<file path="config.mk">
export PLATFORM = sky130hd
export DESIGN_NAME = core_dsp_control_and_trap_status
export DESIGN_NICKNAME = d
export VERILOG_FILES = /design/src/verilog/trap_flag_bank.v /design/src/verilog/loop_depth_counter.v /design/src/verilog/core_dsp_control_and_trap_status.v
export VERILOG_INCLUDE_DIRS = /design/src /design/src/common
export SDC_FILE = /design/constraint.sdc
export NUM_CORES = 1
export LEC_CHECK = 0
export BUFFER_PORTS_ARGS = -buffer_cell sky130_fd_sc_hd__buf_2
export CAP_MARGIN = 20
export CORE_ASPECT_RATIO = 0.8
export CORE_MARGIN = 2
export CORE_UTILIZATION = 40
export CTS_CLUSTER_SIZE = 10
export DETAILED_ROUTE_END_ITERATION = 16
export PLACE_DENSITY = 0.75
export REMOVE_ABC_BUFFERS = 1
export SYNTH_ARGS = -nofsm -noshare
export SYNTH_HDL_FRONTEND = slang
export SYNTH_SLANG_ARGS = --single-unit
</file>
<file path="constraint.sdc">
create_clock -name ref_clk -period 6.42 [get_ports ref_clk]
set_input_delay 1.926 -clock ref_clk [delete_from_list [all_inputs] [get_ports ref_clk]]
set_output_delay 1.926 -clock ref_clk [all_outputs]
set_load 0.05 [all_outputs]
</file>
<file path="src/common/core_trap_regs.vh">
// Register offsets, field positions and reset values for core control and trap status
`ifndef CORE_TRAP_REGS_VH
`define CORE_TRAP_REGS_VH

// ============================================================
// Register offsets (byte addresses on the APB)
`define CORE_CONTROL_OFFSET 12'h000
`define TRAP_CONTROL_OFFSET 12'h004

// ============================================================
// Core control fields
`define CC_VAR_BIT 15
`define CC_US_HI 13
`define CC_US_LO 12
`define CC_EDT_BIT 11
`define CC_DL_HI 10
`define CC_DL_LO 8
`define CC_ACC_A_SAT_EN_BIT 7
`define CC_ACC_B_SAT_EN_BIT 6
`define CC_DSP_WRITE_SAT_EN_BIT 5
`define CC_SUPER_SAT_SEL_BIT 4
`define CC_PRIORITY_MSB_BIT 3
`define CC_RND_BIT 1
`define CC_RESET 16'h0020

// Multiply sign mode codes
`define US_SIGNED 2'h0
`define US_UNSIGNED 2'h1
`define US_MIXED 2'h2
`define US_RESERVED 2'h3

// ============================================================
// Trap and nesting control fields
`define TC_NESTING_DISABLE_BIT 15
`define TC_ACC_A_OVERFLOW_TRAP_EN_BIT 10
`define TC_ACC_B_OVERFLOW_TRAP_EN_BIT 9
`define TC_CATASTROPHIC_TRAP_EN_BIT 8
`define TC_RESET 16'h0000

// Sticky flag bank: index order inside the bank
`define FLAG_COUNT 11
`define FL_OVA 10
`define FL_OVB 9
`define FL_COVA 8
`define FL_COVB 7
`define FL_SHIFT 6
`define FL_DIV0 5
`define FL_DMA 4
`define FL_MATH 3
`define FL_ADDR 2
`define FL_STACK 1
`define FL_OSC 0

// Loop nesting depth
`define DEPTH_WIDTH 3
`define DEPTH_MAX 3'h7

`endif

</file>
<file path="src/verilog/trap_flag_bank.v">
// Sticky trap cause flags, set by hardware, written by software
`timescale 1ns/10ps
`default_nettype none
`include "core_trap_regs.vh"

module trap_flag_bank (
    input wire ref_clk, // Core clock
    input wire reset_n, // Synchronous reset, active low
    input wire [`FLAG_COUNT-1:0] set_pulse, // Hardware set, one per flag
    input wire write_en, // Software write strobe
    input wire [`FLAG_COUNT-1:0] write_data, // Software write value
    output wire [`FLAG_COUNT-1:0] flags // Current flag state
);

    reg [`FLAG_COUNT-1:0] flag_reg;

    assign flags = flag_reg;

    // ============================================================
    // Per-flag storage
    genvar i;
    generate
        for (i = 0; i < `FLAG_COUNT; i = i + 1) begin : g_flag
            // Set beats a same-cycle software clear so no trap cause is lost
            always @(posedge ref_clk) begin
                if (!reset_n) begin
                    flag_reg[i] <= 1'b0;
                end else if (set_pulse[i]) begin
                    flag_reg[i] <= 1'b1; // [RULE19]
                end else if (write_en) begin
                    flag_reg[i] <= write_data[i]; // [RULE19]
                end
            end
        end
    endgenerate

endmodule // trap_flag_bank
`default_nettype wire

</file>
<file path="src/verilog/loop_depth_counter.v">
// Count of active nested hardware loops, saturating at both ends
`timescale 1ns/10ps
`default_nettype none
`include "core_trap_regs.vh"

module loop_depth_counter (
    input wire ref_clk, // Core clock
    input wire reset_n, // Synchronous reset, active low
    input wire loop_enter, // Pipeline starts a loop
    input wire loop_exit, // Pipeline finishes a loop
    output wire [`DEPTH_WIDTH-1:0] depth // Active loop count
);

    reg [`DEPTH_WIDTH-1:0] depth_reg;
    reg [`DEPTH_WIDTH-1:0] depth_next;

    assign depth = depth_reg;

    // ============================================================
    // Depth tracking
    // Enter and exit together leave the count unchanged
    always @* begin
        depth_next = depth_reg;
        if (loop_enter && !loop_exit && depth_reg != `DEPTH_MAX) begin
            depth_next = depth_reg + 3'h1; // [RULE5]
        end else if (loop_exit && !loop_enter && depth_reg != 3'h0) begin
            depth_next = depth_reg - 3'h1; // [RULE5]
        end
    end

    always @(posedge ref_clk) begin
        if (!reset_n) begin
            depth_reg <= 3'h0;
        end else begin
            depth_reg <= depth_next;
        end
    end

endmodule // loop_depth_counter
`default_nettype wire

</file>
<file path="src/verilog/core_dsp_control_and_trap_status.v">
// Core control and trap status registers with APB access
//
// How it works
// [RULE1] Control bit 15 set selects variable exception latency, clear selects fixed.
// [RULE2] Sign field: 00 signed, 01 unsigned, 10 mixed, 11 reserved.
// [RULE3] Writing 1 to early loop end stops the loop after this iteration.
// [RULE4] The early loop end bit always reads as zero.
// [RULE5] Read-only three-bit field gives count of active nested loops, 0 to 7.
// [RULE6] Separate saturation enables for accumulator A and accumulator B.
// [RULE7] Data write saturation enable resets to 1; other writable control bits to 0.
// [RULE8] Saturation mode bit: 1 selects 9.31, 0 selects 1.31.
// [RULE9] Priority bit 3 is the top bit above status bits 7 to 5.
// [RULE10] Nesting disable stops an interrupt preempting a handler in service.
// [RULE11] Ordinary overflow trap of each accumulator sets its own flag.
// [RULE12] Catastrophic overflow trap of each accumulator sets its own flag.
// [RULE13] Per-accumulator enables gate ordinary overflow traps.
// [RULE14] One enable gates catastrophic overflow traps of both accumulators.
// [RULE15] Invalid accumulator shift math trap sets its status bit.
// [RULE16] Divide by zero math trap sets its status bit.
// [RULE17] DMA controller trap sets its flag.
// [RULE18] Unimplemented bits read zero and ignore writes.
// [RULE19] Trap flags stay set until software writes zero.
// [RULE20] Math, address, stack and oscillator flags set on their trap conditions.
//
// Decided for this implementation: register access over APB and the address map.
`timescale 1ns/10ps
`default_nettype none
`include "core_trap_regs.vh"

module core_dsp_control_and_trap_status (
    input wire ref_clk, // Core clock, 250 MHz
    input wire reset_n, // Synchronous reset, active low
    // APB slave
    input wire psel, // Slave select
    input wire penable, // Access phase
    input wire pwrite, // Write when high
    input wire [11:0] paddr, // Byte address
    input wire [31:0] pwdata, // Write data
    output reg [31:0] prdata, // Read data
    output reg pready, // Transfer complete
    output reg pslverr, // Unmapped address
    // Pipeline and DSP engine events
    input wire loop_enter, // Hardware loop starts
    input wire loop_exit, // Hardware loop ends
    input wire acc_a_overflow, // Accumulator A ordinary overflow
    input wire acc_b_overflow, // Accumulator B ordinary overflow
    input wire acc_a_catastrophic, // Accumulator A catastrophic overflow
    input wire acc_b_catastrophic, // Accumulator B catastrophic overflow
    input wire bad_shift, // Invalid accumulator shift
    input wire zero_divide, // Divide by zero attempted
    input wire dma_trap, // DMA controller trap
    input wire address_error, // Address error trap
    input wire stack_error, // Stack error trap
    input wire osc_failure, // Oscillator failure trap
    // Exception sequencer
    input wire [2:0] priority_low_bits, // Priority bits from status word 7:5
    input wire priority_msb_in, // Sequencer priority above 7
    input wire irq_preempt_req, // Pending interrupt wants to preempt
    input wire handler_in_service, // A handler is running
    // Control outputs
    output reg variable_latency, // Variable exception latency
    output reg [1:0] multiply_sign_mode, // Stored sign field
    output reg mul_signed, // Signed multiplies
    output reg mul_unsigned, // Unsigned multiplies
    output reg mul_mixed, // Mixed-sign multiplies
    output reg early_loop_end, // End current loop, one-cycle pulse
    output reg [2:0] loop_nest_depth, // Active loop count
    output reg acc_a_sat_en, // Accumulator A saturation
    output reg acc_b_sat_en, // Accumulator B saturation
    output reg dsp_write_sat_en, // Data write saturation
    output reg super_sat_sel, // 9.31 saturation when high
    output reg rounding_mode, // Rounding select
    output reg [3:0] cpu_priority_level, // Full priority level
    output reg priority_msb_clear, // Software cleared top priority bit, pulse
    output reg nesting_disable, // Interrupt nesting disabled
    output reg preempt_grant, // Preemption allowed
    output reg math_trap_req, // Math error trap raised, pulse
    output reg address_trap_req, // Address error trap raised, pulse
    output reg stack_trap_req, // Stack error trap raised, pulse
    output reg osc_trap_req, // Oscillator failure trap raised, pulse
    output reg dma_trap_req // DMA trap raised, pulse
);

    // ============================================================
    // Declarations
    reg var_reg;
    reg [1:0] us_reg;
    reg acc_a_sat_en_reg;
    reg acc_b_sat_en_reg;
    reg dsp_write_sat_en_reg;
    reg super_sat_sel_reg;
    reg rnd_reg;
    reg nesting_disable_reg;
    reg acc_a_overflow_trap_en_reg;
    reg acc_b_overflow_trap_en_reg;
    reg catastrophic_trap_en_reg;
    reg [15:0] core_rd;
    reg [15:0] trap_rd;
    reg [31:0] rd_next;
    reg hit_core;
    reg hit_trap;
    wire setup_phase;
    wire access_done;
    wire wr_core;
    wire wr_trap;
    wire ova_set;
    wire ovb_set;
    wire cova_set;
    wire covb_set;
    wire math_set;
    wire [`FLAG_COUNT-1:0] flag_set;
    wire [`FLAG_COUNT-1:0] flag_wdata;
    wire [`FLAG_COUNT-1:0] flags;
    wire [2:0] depth;

    // ============================================================
    // APB decode
    assign setup_phase = psel && !penable;
    // Write takes effect only on the access edge that also sees pready
    assign access_done = psel && penable && pready;
    assign wr_core = access_done && pwrite && hit_core;
    assign wr_trap = access_done && pwrite && hit_trap;

    always @* begin
        hit_core = (paddr == `CORE_CONTROL_OFFSET);
        hit_trap = (paddr == `TRAP_CONTROL_OFFSET);
    end

    // ============================================================
    // Read views
    always @* begin
        core_rd = 16'h0000; // [RULE18]
        core_rd[`CC_VAR_BIT] = var_reg;
        core_rd[`CC_US_HI:`CC_US_LO] = us_reg;
        core_rd[`CC_EDT_BIT] = 1'b0; // [RULE4]
        core_rd[`CC_DL_HI:`CC_DL_LO] = depth; // [RULE5]
        core_rd[`CC_ACC_A_SAT_EN_BIT] = acc_a_sat_en_reg;
        core_rd[`CC_ACC_B_SAT_EN_BIT] = acc_b_sat_en_reg;
        core_rd[`CC_DSP_WRITE_SAT_EN_BIT] = dsp_write_sat_en_reg;
        core_rd[`CC_SUPER_SAT_SEL_BIT] = super_sat_sel_reg;
        core_rd[`CC_PRIORITY_MSB_BIT] = priority_msb_in; // [RULE9]
        core_rd[`CC_RND_BIT] = rnd_reg;
    end

    always @* begin
        trap_rd = 16'h0000; // [RULE18]
        trap_rd[`TC_NESTING_DISABLE_BIT] = nesting_disable_reg;
        trap_rd[14] = flags[`FL_OVA];
        trap_rd[13] = flags[`FL_OVB];
        trap_rd[12] = flags[`FL_COVA];
        trap_rd[11] = flags[`FL_COVB];
        trap_rd[`TC_ACC_A_OVERFLOW_TRAP_EN_BIT] = acc_a_overflow_trap_en_reg;
        trap_rd[`TC_ACC_B_OVERFLOW_TRAP_EN_BIT] = acc_b_overflow_trap_en_reg;
        trap_rd[`TC_CATASTROPHIC_TRAP_EN_BIT] = catastrophic_trap_en_reg;
        trap_rd[7:1] = flags[`FL_SHIFT:`FL_OSC];
    end

    always @* begin
        rd_next = 32'h0000_0000;
        if (hit_core) begin
            rd_next = {16'h0000, core_rd};
        end else if (hit_trap) begin
            rd_next = {16'h0000, trap_rd};
        end
    end

    // Read data is latched in the setup cycle; one wait-free access phase
    always @(posedge ref_clk) begin
        if (!reset_n) begin
            prdata <= 32'h0000_0000;
            pready <= 1'b0;
            pslverr <= 1'b0;
        end else begin
            pready <= setup_phase;
            if (setup_phase) begin
                prdata <= pwrite ? 32'h0000_0000 : rd_next;
                pslverr <= !(hit_core || hit_trap);
            end else begin
                pslverr <= 1'b0;
            end
        end
    end

    // ============================================================
    // Core control register
    always @(posedge ref_clk) begin
        if (!reset_n) begin
            var_reg <= 1'b0;
            us_reg <= `US_SIGNED;
            acc_a_sat_en_reg <= 1'b0;
            acc_b_sat_en_reg <= 1'b0;
            dsp_write_sat_en_reg <= 1'b1; // [RULE7]
            super_sat_sel_reg <= 1'b0;
            rnd_reg <= 1'b0;
        end else if (wr_core) begin
            var_reg <= pwdata[`CC_VAR_BIT]; // [RULE1]
            // Reserved sign code is refused so the engine never sees it
            if (pwdata[`CC_US_HI:`CC_US_LO] != `US_RESERVED) begin
                us_reg <= pwdata[`CC_US_HI:`CC_US_LO]; // [RULE2]
            end
            acc_a_sat_en_reg <= pwdata[`CC_ACC_A_SAT_EN_BIT]; // [RULE6]
            acc_b_sat_en_reg <= pwdata[`CC_ACC_B_SAT_EN_BIT]; // [RULE6]
            dsp_write_sat_en_reg <= pwdata[`CC_DSP_WRITE_SAT_EN_BIT]; // [RULE7]
            super_sat_sel_reg <= pwdata[`CC_SUPER_SAT_SEL_BIT]; // [RULE8]
            rnd_reg <= pwdata[`CC_RND_BIT];
        end
    end

    // ============================================================
    // Trap and nesting control register
    always @(posedge ref_clk) begin
        if (!reset_n) begin
            nesting_disable_reg <= 1'b0;
            acc_a_overflow_trap_en_reg <= 1'b0;
            acc_b_overflow_trap_en_reg <= 1'b0;
            catastrophic_trap_en_reg <= 1'b0;
        end else if (wr_trap) begin
            nesting_disable_reg <= pwdata[`TC_NESTING_DISABLE_BIT]; // [RULE10]
            acc_a_overflow_trap_en_reg <= pwdata[`TC_ACC_A_OVERFLOW_TRAP_EN_BIT]; // [RULE13]
            acc_b_overflow_trap_en_reg <= pwdata[`TC_ACC_B_OVERFLOW_TRAP_EN_BIT]; // [RULE13]
            catastrophic_trap_en_reg <= pwdata[`TC_CATASTROPHIC_TRAP_EN_BIT]; // [RULE14]
        end
    end

    // ============================================================
    // Trap qualification
    // Overflow only counts as a trap cause when its enable is set
    assign ova_set = acc_a_overflow && acc_a_overflow_trap_en_reg; // [RULE11] [RULE13]
    assign ovb_set = acc_b_overflow && acc_b_overflow_trap_en_reg; // [RULE11] [RULE13]
    assign cova_set = acc_a_catastrophic && catastrophic_trap_en_reg; // [RULE12] [RULE14]
    assign covb_set = acc_b_catastrophic && catastrophic_trap_en_reg; // [RULE12] [RULE14]
    assign math_set = ova_set || ovb_set || cova_set || covb_set || bad_shift || zero_divide; // [RULE20]

    assign flag_set[`FL_OVA] = ova_set;
    assign flag_set[`FL_OVB] = ovb_set;
    assign flag_set[`FL_COVA] = cova_set;
    assign flag_set[`FL_COVB] = covb_set;
    assign flag_set[`FL_SHIFT] = bad_shift; // [RULE15]
    assign flag_set[`FL_DIV0] = zero_divide; // [RULE16]
    assign flag_set[`FL_DMA] = dma_trap; // [RULE17]
    assign flag_set[`FL_MATH] = math_set; // [RULE20]
    assign flag_set[`FL_ADDR] = address_error; // [RULE20]
    assign flag_set[`FL_STACK] = stack_error; // [RULE20]
    assign flag_set[`FL_OSC] = osc_failure; // [RULE20]

    assign flag_wdata = {pwdata[14:11], pwdata[7:1]};

    trap_flag_bank u_flags (
        .ref_clk(ref_clk),
        .reset_n(reset_n),
        .set_pulse(flag_set),
        .write_en(wr_trap),
        .write_data(flag_wdata),
        .flags(flags)
    );

    loop_depth_counter u_depth (
        .ref_clk(ref_clk),
        .reset_n(reset_n),
        .loop_enter(loop_enter),
        .loop_exit(loop_exit),
        .depth(depth)
    );

    // ============================================================
    // Registered outputs
    always @(posedge ref_clk) begin
        if (!reset_n) begin
            variable_latency <= 1'b0;
            multiply_sign_mode <= `US_SIGNED;
            mul_signed <= 1'b1;
            mul_unsigned <= 1'b0;
            mul_mixed <= 1'b0;
            early_loop_end <= 1'b0;
            loop_nest_depth <= 3'h0;
            acc_a_sat_en <= 1'b0;
            acc_b_sat_en <= 1'b0;
            dsp_write_sat_en <= 1'b1;
            super_sat_sel <= 1'b0;
            rounding_mode <= 1'b0;
            cpu_priority_level <= 4'h0;
            priority_msb_clear <= 1'b0;
            nesting_disable <= 1'b0;
            preempt_grant <= 1'b0;
            math_trap_req <= 1'b0;
            address_trap_req <= 1'b0;
            stack_trap_req <= 1'b0;
            osc_trap_req <= 1'b0;
            dma_trap_req <= 1'b0;
        end else begin
            variable_latency <= var_reg; // [RULE1]
            multiply_sign_mode <= us_reg;
            mul_signed <= (us_reg == `US_SIGNED); // [RULE2]
            mul_unsigned <= (us_reg == `US_UNSIGNED); // [RULE2]
            mul_mixed <= (us_reg == `US_MIXED); // [RULE2]
            early_loop_end <= wr_core && pwdata[`CC_EDT_BIT]; // [RULE3]
            loop_nest_depth <= depth; // [RULE5]
            acc_a_sat_en <= acc_a_sat_en_reg; // [RULE6]
            acc_b_sat_en <= acc_b_sat_en_reg; // [RULE6]
            dsp_write_sat_en <= dsp_write_sat_en_reg; // [RULE7]
            super_sat_sel <= super_sat_sel_reg; // [RULE8]
            rounding_mode <= rnd_reg;
            cpu_priority_level <= {priority_msb_in, priority_low_bits}; // [RULE9]
            // Bit is clearable only: a written 0 asks the sequencer to drop it
            priority_msb_clear <= wr_core && !pwdata[`CC_PRIORITY_MSB_BIT] && priority_msb_in;
            nesting_disable <= nesting_disable_reg; // [RULE10]
            preempt_grant <= irq_preempt_req && !(nesting_disable_reg && handler_in_service); // [RULE10]
            math_trap_req <= math_set; // [RULE13] [RULE14]
            address_trap_req <= address_error;
            stack_trap_req <= stack_error;
            osc_trap_req <= osc_failure;
            dma_trap_req <= dma_trap;
        end
    end

endmodule // core_dsp_control_and_trap_status
`default_nettype wire

</file>
==> impl_metrics.toml, run 1 <==
[logic_synthesis]
ys_types = 44
synthFlopType = "dfxtp_1"
synth_edf_count = 0
ys_warn_count = 0
ys_ff_latch = 70
syn_inst = 282
synth.avg_cell_area_um2 = 9.76
ys_async_sr_fraction_pct = 0
synthesis.area_um2 = 2750
synth_seq_area_share_pct = 50.9

[sta]
finalCritPeriodShare_pct = 59.9
setup_tns_ps = 0
rsz0062_at_grt = "no"
hold_violations = 0
relSlewSlack_pct = 43.4
setup_viol = 0
finalCriticalPeriod_ps = 3850
max_freq_ghz = 0.260
tightest_slew_ps = 847
drv_slew = 0
clock_skew_ps = 5.70

[floorplan]
die_h_um = 78.2
num_rows = 27
die_area_um2 = 7560
core_um2 = 6760
die_w_um = 96.7
initial_core_util_pct = 40.7
num_io_pins = 128

[cells_and_area]
final_cell_mix = "93 x buf_2, 70 x dfxtp_1, 27 x mux2i_1"
final_common_cell = "buf_2"
largest_reg_flops = 15
multi_input_area_um2 = 1180
antenna_cells = 0
largest-register = "prdata"
drive_above_1_share_pct = 30.9
design_area_um2 = 3450
layout.nets = 439
ff_latch_area_um2 = 1400
synthToLayoutAreaGrowth_pct = 25.5
fillCellCount = 659

[clocking]
clk_path_buf_depth = 2
clk_latency_ps = 350
numCtsBuffers = 9
clk_pin_slew_ps = 80
ctsResizeCount = 0
postCtsSetupBuffers = 0
postCtsHoldBufs = 0
cts.sinks = 70
htree_levels = 3
cts_tree = "built"
cts_root_buffer = "clkbuf_8"

[pwr]
ir_drop_mv = 0.187
power.leakage_nw = 1.69
p_per_area_nw_per_um2 = 288

[setup_path]
ff2ff_setup_slack_ps = 4560
critPathKind = "in -> reg"
crit_fanout = 29
endpoint_kind = "flip-flop"
worstSetupStartpoint = "reset_n"
reg2reg_from = "u_depth.depth[0]"
reg2reg_to = "u_depth.depth[1]"
r2r.worst_path.cells = 5
cp-start-kind = "primary input"
critPathArrivalTime_ps = 4120
endpoint = "prdata[6]"
required_ps = 6700

[route]
drt_iter0_markers = 65
drt-pass1-iter-count = 4
drc_errors = 0
viasPerCell = 4.86
avgRoutedWirePerCell_um = 13.8
wirelength_mm = 6.38
final_antenna_net_count = 0
vias = 2251

[outcome]
status = "completed"

[run]
maxCapViolations = 0

[global_routing]
grt_max_degree = 32
grt_pass1_wl_mm = 10.0
global_route.overflow_total = 0
grt_use_total_pct = 16.9
antenna_found_initial = 0
grt_pass1_vias = 2086

[place]
dp_hpwl_mm = 4.45
port_buffers = 93
placed_cell_area_um2 = 3210
place.gp.congestion = 0.741

[hold_path]
hold_path.class = "reg -> reg"
## final cells by class
| cell class | count | area share, % |
|---|---|---|
| inverters | 11 | 1.20 |
| multi-input cells | 185 | 34.2 |
| clock inverters | 6 | 3.15 |
| clock buffers | 10 | 3.99 |
| well taps | 87 | 3.15 |
| flip-flops and latches | 70 | 40.6 |
| repair buffers | 94 | 13.7 |
## power breakdown
part	internal (W)	switching, W
sequential	0.000444	0.00000844
combinational	0.0000324	0.0000758
clock	0.000268	0.000165
total	0.000745	0.000250
## how the worst min path moves through the flow
stage / cells past startpoint / end / startpoint / slack [ps]
after global routing: 2 / prdata[9] / prdata[9] / 470
after global placement: 2 / prdata[6] / prdata[6] / 430
after CTS: 2 / prdata[9] / prdata[9] / 450
final: 2 / prdata[9] / prdata[9] / 450
after detailed placement: 2 / prdata[9] / prdata[9] / 440
after floorplan: 1 / dsp_write_sat_en / dsp_write_sat_en_reg / 430
## synth_stat cells, types with 2 or more instances
master / instances / area share [%]
nand2_1: 23 / 3.1
nand4_1: 2 / 0.45
a41oi_1: 2 / 0.64
dfxtp_1: 70 / 51
a32o_1: 3 / 1.1
o21ai_1: 17 / 3.1
buf_1: 4 / 0.55
buf_2: 2 / 0.36
nor2b_1: 3 / 0.68
nand3b_1: 2 / 0.55
o21ai_0: 5 / 0.91
a211oi_1: 2 / 0.55
inv_1: 11 / 1.5
clkbuf_1: 9 / 1.2
nor3_1: 4 / 0.73
and2_1: 15 / 3.4
mux2i_1: 27 / 9.8
o31ai_1: 5 / 1.4
or3_1: 2 / 0.45
nor4_4: 2 / 1.5
nand3_1: 2 / 0.36
nand2b_1: 4 / 0.91
a21oi_1: 14 / 2.5
buf_4: 17 / 4.6
nor2_1: 16 / 2.2
## cells by family after synthesis
group / after synthesis / synth area share [%]
AND/OR/NAND/NOR: 83 / 17.0
flip-flops: 70 / 50.9
AO/OA/AOI/OAI: 56 / 12.7
buffers and inverters: 43 / 8.28
multiplexers: 28 / 10.2
adder cells (fa/ha/maj): 1 / 0.728
other: 1 / 0.136
## worst max-delay path, stage by stage
cell and delay, ps:
buf_2 420, inv_1 530, a21oi_1 800, buf_4 300, nand2_1 70, o21ai_1 70
## routing by layer
| metal | GRT usage [%] | up-vias | routed length (µm) |
|---|---|---|---|
| li1 | - | 1115 | - |
| met1 | 19.0 | 1056 | 2790 |
| met2 | 29.0 | 72 | 3040 |
| met3 | 7.84 | 8 | 465 |
| met4 | 5.21 | 0 | 76 |
| met5 | 0 | - | 0 |
## metrics by stage
stage	util [%]	total power [W]	hold slack, ps	cells	setup WS (ps)
after floorplan	-	0.000532	426	266	3020
after global placement	47.5	0.000568	433	447	2250
after detailed placement	47.5	0.000571	440	447	2200
after CTS	51.1	0.00100	450	463	2570
after global routing	51.1	0.00103	465	463	2360
final	51.1	0.000994	445	463	2570
Power figures use the tool's default switching activity.
==> inputs of run 2 (changes only) <==
--- a/config.mk
+++ b/config.mk
@@ -6,6 +6,7 @@
 export SDC_FILE = /design/constraint.sdc
 export NUM_CORES = 1
 export LEC_CHECK = 0
+export ABC_AREA = 1
 export BUFFER_PORTS_ARGS = -buffer_cell sky130_fd_sc_hd__buf_2
 export CAP_MARGIN = 20
 export CORE_ASPECT_RATIO = 0.8
@@ -13,7 +14,7 @@
 export CORE_UTILIZATION = 40
 export CTS_CLUSTER_SIZE = 10
 export DETAILED_ROUTE_END_ITERATION = 16
-export PLACE_DENSITY = 0.75
+export PLACE_DENSITY = 0.76
 export REMOVE_ABC_BUFFERS = 1
 export SYNTH_ARGS = -nofsm -noshare
 export SYNTH_HDL_FRONTEND = slang
==> constraint.sdc (replaced) <==
create_clock -name ref_clk -period 3.4 [get_ports ref_clk]
set_input_delay 1.02 -clock ref_clk [delete_from_list [all_inputs] [get_ports ref_clk]]
set_output_delay 1.02 -clock ref_clk [all_outputs]
set_load 0.05 [all_outputs]
==> impl_metrics.toml, run 2 <==
[floorplan]
die_h_um = 82.7
core_um2 = 7460
num_io_pins = 128
die_area_um2 = 8470
num_rows = 28
initial_core_util_pct = 41.5
die_w_um = 102

[cells_and_area]
design_area_um2 = 3700
synthToLayoutAreaGrowth_pct = 19.5
antenna_cells = 0
final_common_cell = "nand2_1"
final_cell_mix = "115 x nand2_1, 93 x buf_2, 77 x inv_1"
largest_reg_flops = 15
fillCellCount = 783
layout.nets = 590
largest-register = "prdata"
drive_above_1_share_pct = 24.0
fin_cells = 630

[sta]
clock_skew_ps = 7.26
rsz0062_at_grt = "no"
setup_ws_ps = 1210
finalCritPeriodShare_pct = 64.3
setup_viol = 0
hold_slack_ps = 441
drv_slew = 0
hold_violations = 0
setup_tns_ps = 0
max_freq_ghz = 0.457
tightest_slew_ps = 864
finalCriticalPeriod_ps = 2190
relSlewSlack_pct = 42.4

[route]
vias = 2783
viasPerCell = 4.42
drt_iter0_markers = 158
final_antenna_net_count = 0
wirelength_mm = 7.38
avgRoutedWirePerCell_um = 11.7
drc_errors = 0
drt-pass1-iter-count = 4

[logic_synthesis]
synthFlopType = "dfxtp_1"
synth_edf_count = 0
ys_ff_latch = 70
ys_async_sr_fraction_pct = 0
ys_types = 29
synthTopCellsByArea = "dfxtp_1 45%, nand2_1 14%, inv_1 9.3%"
syn_inst = 431
synth_seq_area_share_pct = 45.3
yosysMostFrequentCell = "nand2_1"
synthTopCellsByCount = "115 x nand2_1, 77 x inv_1, 70 x dfxtp_1"
yosys.area.top_type = "dfxtp_1"
synth_top_area_share_pct = 45.3
ys_warn_count = 0
synthesis.area_um2 = 3100
synth.avg_cell_area_um2 = 7.18

[setup_path]
path_cells = "buf_2, nor2_1, nand2_1, nor2_4, buf_4, nand2_4, nor2_8, nand2_1, a21oi_2"
reg2reg_from = "pready"
cp_common_cell = "nand2_1"
critPathArrivalTime_ps = 2460
r2r.worst_path.cells = 8
cp-start-kind = "primary input"
critPathKind = "in -> reg"
cp_slowest_cell = "nor2_4"
endpoint = "prdata[1]"
path_delay_family = "simple AND/OR/NAND/NOR gates"
crit_fanout = 17
endpoint_kind = "flip-flop"
ff2ff_setup_slack_ps = 1840
cp_num_cells = 9
worstSetupStartpoint = "paddr[9]"
crit_buf_inv = 2
required_ps = 3670
cpPeakStageDelay_ps = 340
reg2reg_to = "us_reg[1]"

[global_routing]
grt_use_total_pct = 18.4
grt_pass1_wl_mm = 11.8
antenna_found_initial = 0
global_route.overflow_total = 0
grt_max_degree = 44
grt_pass1_vias = 2581

[pwr]
p_per_area_nw_per_um2 = 439
power.leakage_nw = 2.04
ir_drop_mv = 0.133

[place]
place_ws_ps = 840
dp_hpwl_mm = 5.15
dpl.cell_count = 616
place.gp.congestion = 0.756
placed_cell_area_um2 = 3550
port_buffers = 93

[clocking]
cts_root_buffer = "clkbuf_8"
postCtsSetupBuffers = 0
postCtsHoldBufs = 0
clk_latency_ps = 350
clk_path_buf_depth = 2
cts_tree = "built"
htree_levels = 3
clk_pin_slew_ps = 70
ctsResizeCount = 0
cts.sinks = 70
numCtsBuffers = 9

[outcome]
status = "completed"

[run]
maxCapViolations = 0

[hold_path]
hold_path.class = "reg -> reg"
min_path_cells = 1
run 2: how the worst min path moves through the flow:
stage                   start         to  slack (ps)
floorplan           us_reg[0]  mul_mixed         410
global placement    us_reg[0]  mul_mixed         430
detailed placement  us_reg[0]  mul_mixed         420
CTS                 us_reg[0]  mul_mixed         440
global route        us_reg[0]  mul_mixed         450
finish              us_reg[0]  mul_mixed         440
run 2: cell families after synthesis:
logic type | share of synthesized area (%)
and+or+nand+nor | 32.0
buffers and inverters | 17.3
DFF | 45.3
AOI/OAI and AO/OA | 4.73
adders and majority gates | 0.646
other | 0.121
run 2: layout make-up:
class	count	area [µm²]	area share (%)
Sequential cell	70	1400	37.9
Multi-Input combinational cell	265	1220	33.0
Timing Repair Buffer	97	495	13.4
Inverter	79	298	8.05
Clock buffer	12	145	3.92
Tap cell	105	131	3.55
Clock inverter	2	10.0	0.270
run 2: report_power, final:
| part | internal [W] | total [W] | switching [W] |
|---|---|---|---|
| registers | 0.000842 | 0.000855 | 0.0000135 |
| logic | 0.0000521 | 0.000204 | 0.000151 |
| clock network | 0.000275 | 0.000565 | 0.000290 |
| total | 0.00117 | 0.00162 | 0.000455 |
run 2: routing by layer:
metal / global-route usage, % / part of all wire (%)
met5: 0 / 0
met4: 5.73 / 1.2
met3: 7.24 / 8.7
met2: 31.4 / 47
met1: 21.5 / 43
run 2: stage by stage:
stage | utilization [%] | power (W)
floorplan | - | 0.00101
global placement | 47.5 | 0.00107
detailed placement | 47.5 | 0.00108
CTS | 49.6 | 0.00164
global route | 49.6 | 0.00170
finish | 49.6 | 0.00162
==> inputs of run 3 (changes only) <==
==> constraint.sdc (replaced) <==
create_clock -name ref_clk -period 1.91 [get_ports ref_clk]
set_input_delay 0.573 -clock ref_clk [delete_from_list [all_inputs] [get_ports ref_clk]]
set_output_delay 0.573 -clock ref_clk [all_outputs]
set_load 0.05 [all_outputs]
==> impl_metrics.toml, run 3 (same netlist as run 2, synthesis figures left out) <==
[route]
vias = 2804
drc_errors = 0
drt_iter0_markers = 112
viasPerCell = 4.39
avgRoutedWirePerCell_um = 11.9
wirelength_mm = 7.61
drt-pass1-iter-count = 5
final_antenna_net_count = 0

[hold_path]
hold_path.class = "in -> reg"
min_path_cells = 2
worstHoldStart = "handler_in_service"
min_to = "preempt_grant"

[sta]
setup_tns_ps = 0
relSlewSlack_pct = 65.5
hold_slack_ps = 405
rsz0062_at_grt = "no"
tightest_slew_ps = 516
clock_skew_ps = 11.3
finalCriticalPeriod_ps = 1530
max_freq_ghz = 0.652
finalCritPeriodShare_pct = 80.3
setup_viol = 0
hold_violations = 0
drv_slew = 0

[setup_path]
crit_buf_inv = 1
worstSetupStartpoint = "prdata[8]"
cp-start-kind = "flip-flop"
reg2reg_from = "u_depth.depth[1]"
required_ps = 1340
cp_slowest_cell = "dfxtp_1"
critPathArrivalTime_ps = 960
critPathKind = "reg -> out"
r2r.worst_path.cells = 7
path_cells = "buf_2"
path_delay_family = "flip-flops"
reg2reg_to = "u_depth.depth[2]"
endpoint_kind = "output port"
cpPeakStageDelay_ps = 340
crit_fanout = 2
ff2ff_setup_slack_ps = 470

[pwr]
power.leakage_nw = 2.11
p_per_area_nw_per_um2 = 800
ir_drop_mv = 0.341

[floorplan]
die_area_um2 = 8470
die_w_um = 102
num_rows = 28
initial_core_util_pct = 41.5
num_io_pins = 128
die_h_um = 82.7
core_um2 = 7460

[cells_and_area]
final_common_cell = "nand2_1"
final_cell_mix = "115 x nand2_1, 93 x buf_2, 77 x inv_1"
ff_latch_area_um2 = 1400
largest-register = "prdata"
layout.nets = 599
drive_above_1_share_pct = 25.7
synthToLayoutAreaGrowth_pct = 23.3
multi_input_area_um2 = 1220
fillCellCount = 742
largest_reg_flops = 15
antenna_cells = 0

[global_routing]
grt_max_degree = 31
global_route.overflow_total = 0
grt_pass1_vias = 2658
grt_use_total_pct = 18.7
antenna_found_initial = 0
grt_pass1_wl_mm = 12.0

[clocking]
clk_latency_ps = 350
numCtsBuffers = 9
clk_path_buf_depth = 2
postCtsHoldBufs = 0
cts.sinks = 70
cts_tree = "built"
htree_levels = 3
ctsResizeCount = 0
clk_pin_slew_ps = 80
cts_root_buffer = "clkbuf_8"
postCtsSetupBuffers = 0

[place]
port_buffers = 93
dp_hpwl_mm = 5.44
place.gp.congestion = 0.806

[run]
maxCapViolations = 0

[outcome]
status = "completed"
## run 3: layer usage
layer  global-route usage [%]  share of wire (%)  vias to the layer above
met4                     6.00                1.7                        0
met1                     21.0                 43                     1225
met2                     32.8                 47                      103
met5                        0                  0                        -
met3                     7.41                8.1                       12
li1                         -                  -                     1464
## run 3: stage by stage
step                      worst slack (ps)  util, %  cells  power [W]  area (µm²)
after global routing                   273     51.2    639    0.00319        3820
after global placement                81.1     48.6    625    0.00192        3630
final                                  376     51.2    639    0.00305        3820
after floorplan                       60.2        -    414    0.00180        2920
after detailed placement              42.9     48.6    625    0.00193        3630
after CTS                              361     51.2    639    0.00308        3820
## run 3: final cells by class
cell class	instances	area share, %
clock buffers	14	5.05
inverters	79	7.80
multi-input cells	265	31.9
flip-flops and latches	70	36.7
well taps	105	3.44
repair buffers	106	15.1
## run 3: power breakdown
group          switching (W)  internal, W
clock network       0.000521     0.000636
logic               0.000273     0.000101
registers          0.0000244      0.00150
## run 3: how the worst max path moves through the flow
| stage | cells after the start | end |
|---|---|---|
| floorplan | 8 | us_reg[1] |
| global placement | 9 | u_flags.flags[8] |
| detailed placement | 9 | u_flags.flags[8] |
| CTS | 1 | prdata[10] |
| global route | 9 | u_flags.flags[8] |
| finish | 1 | prdata[8] |
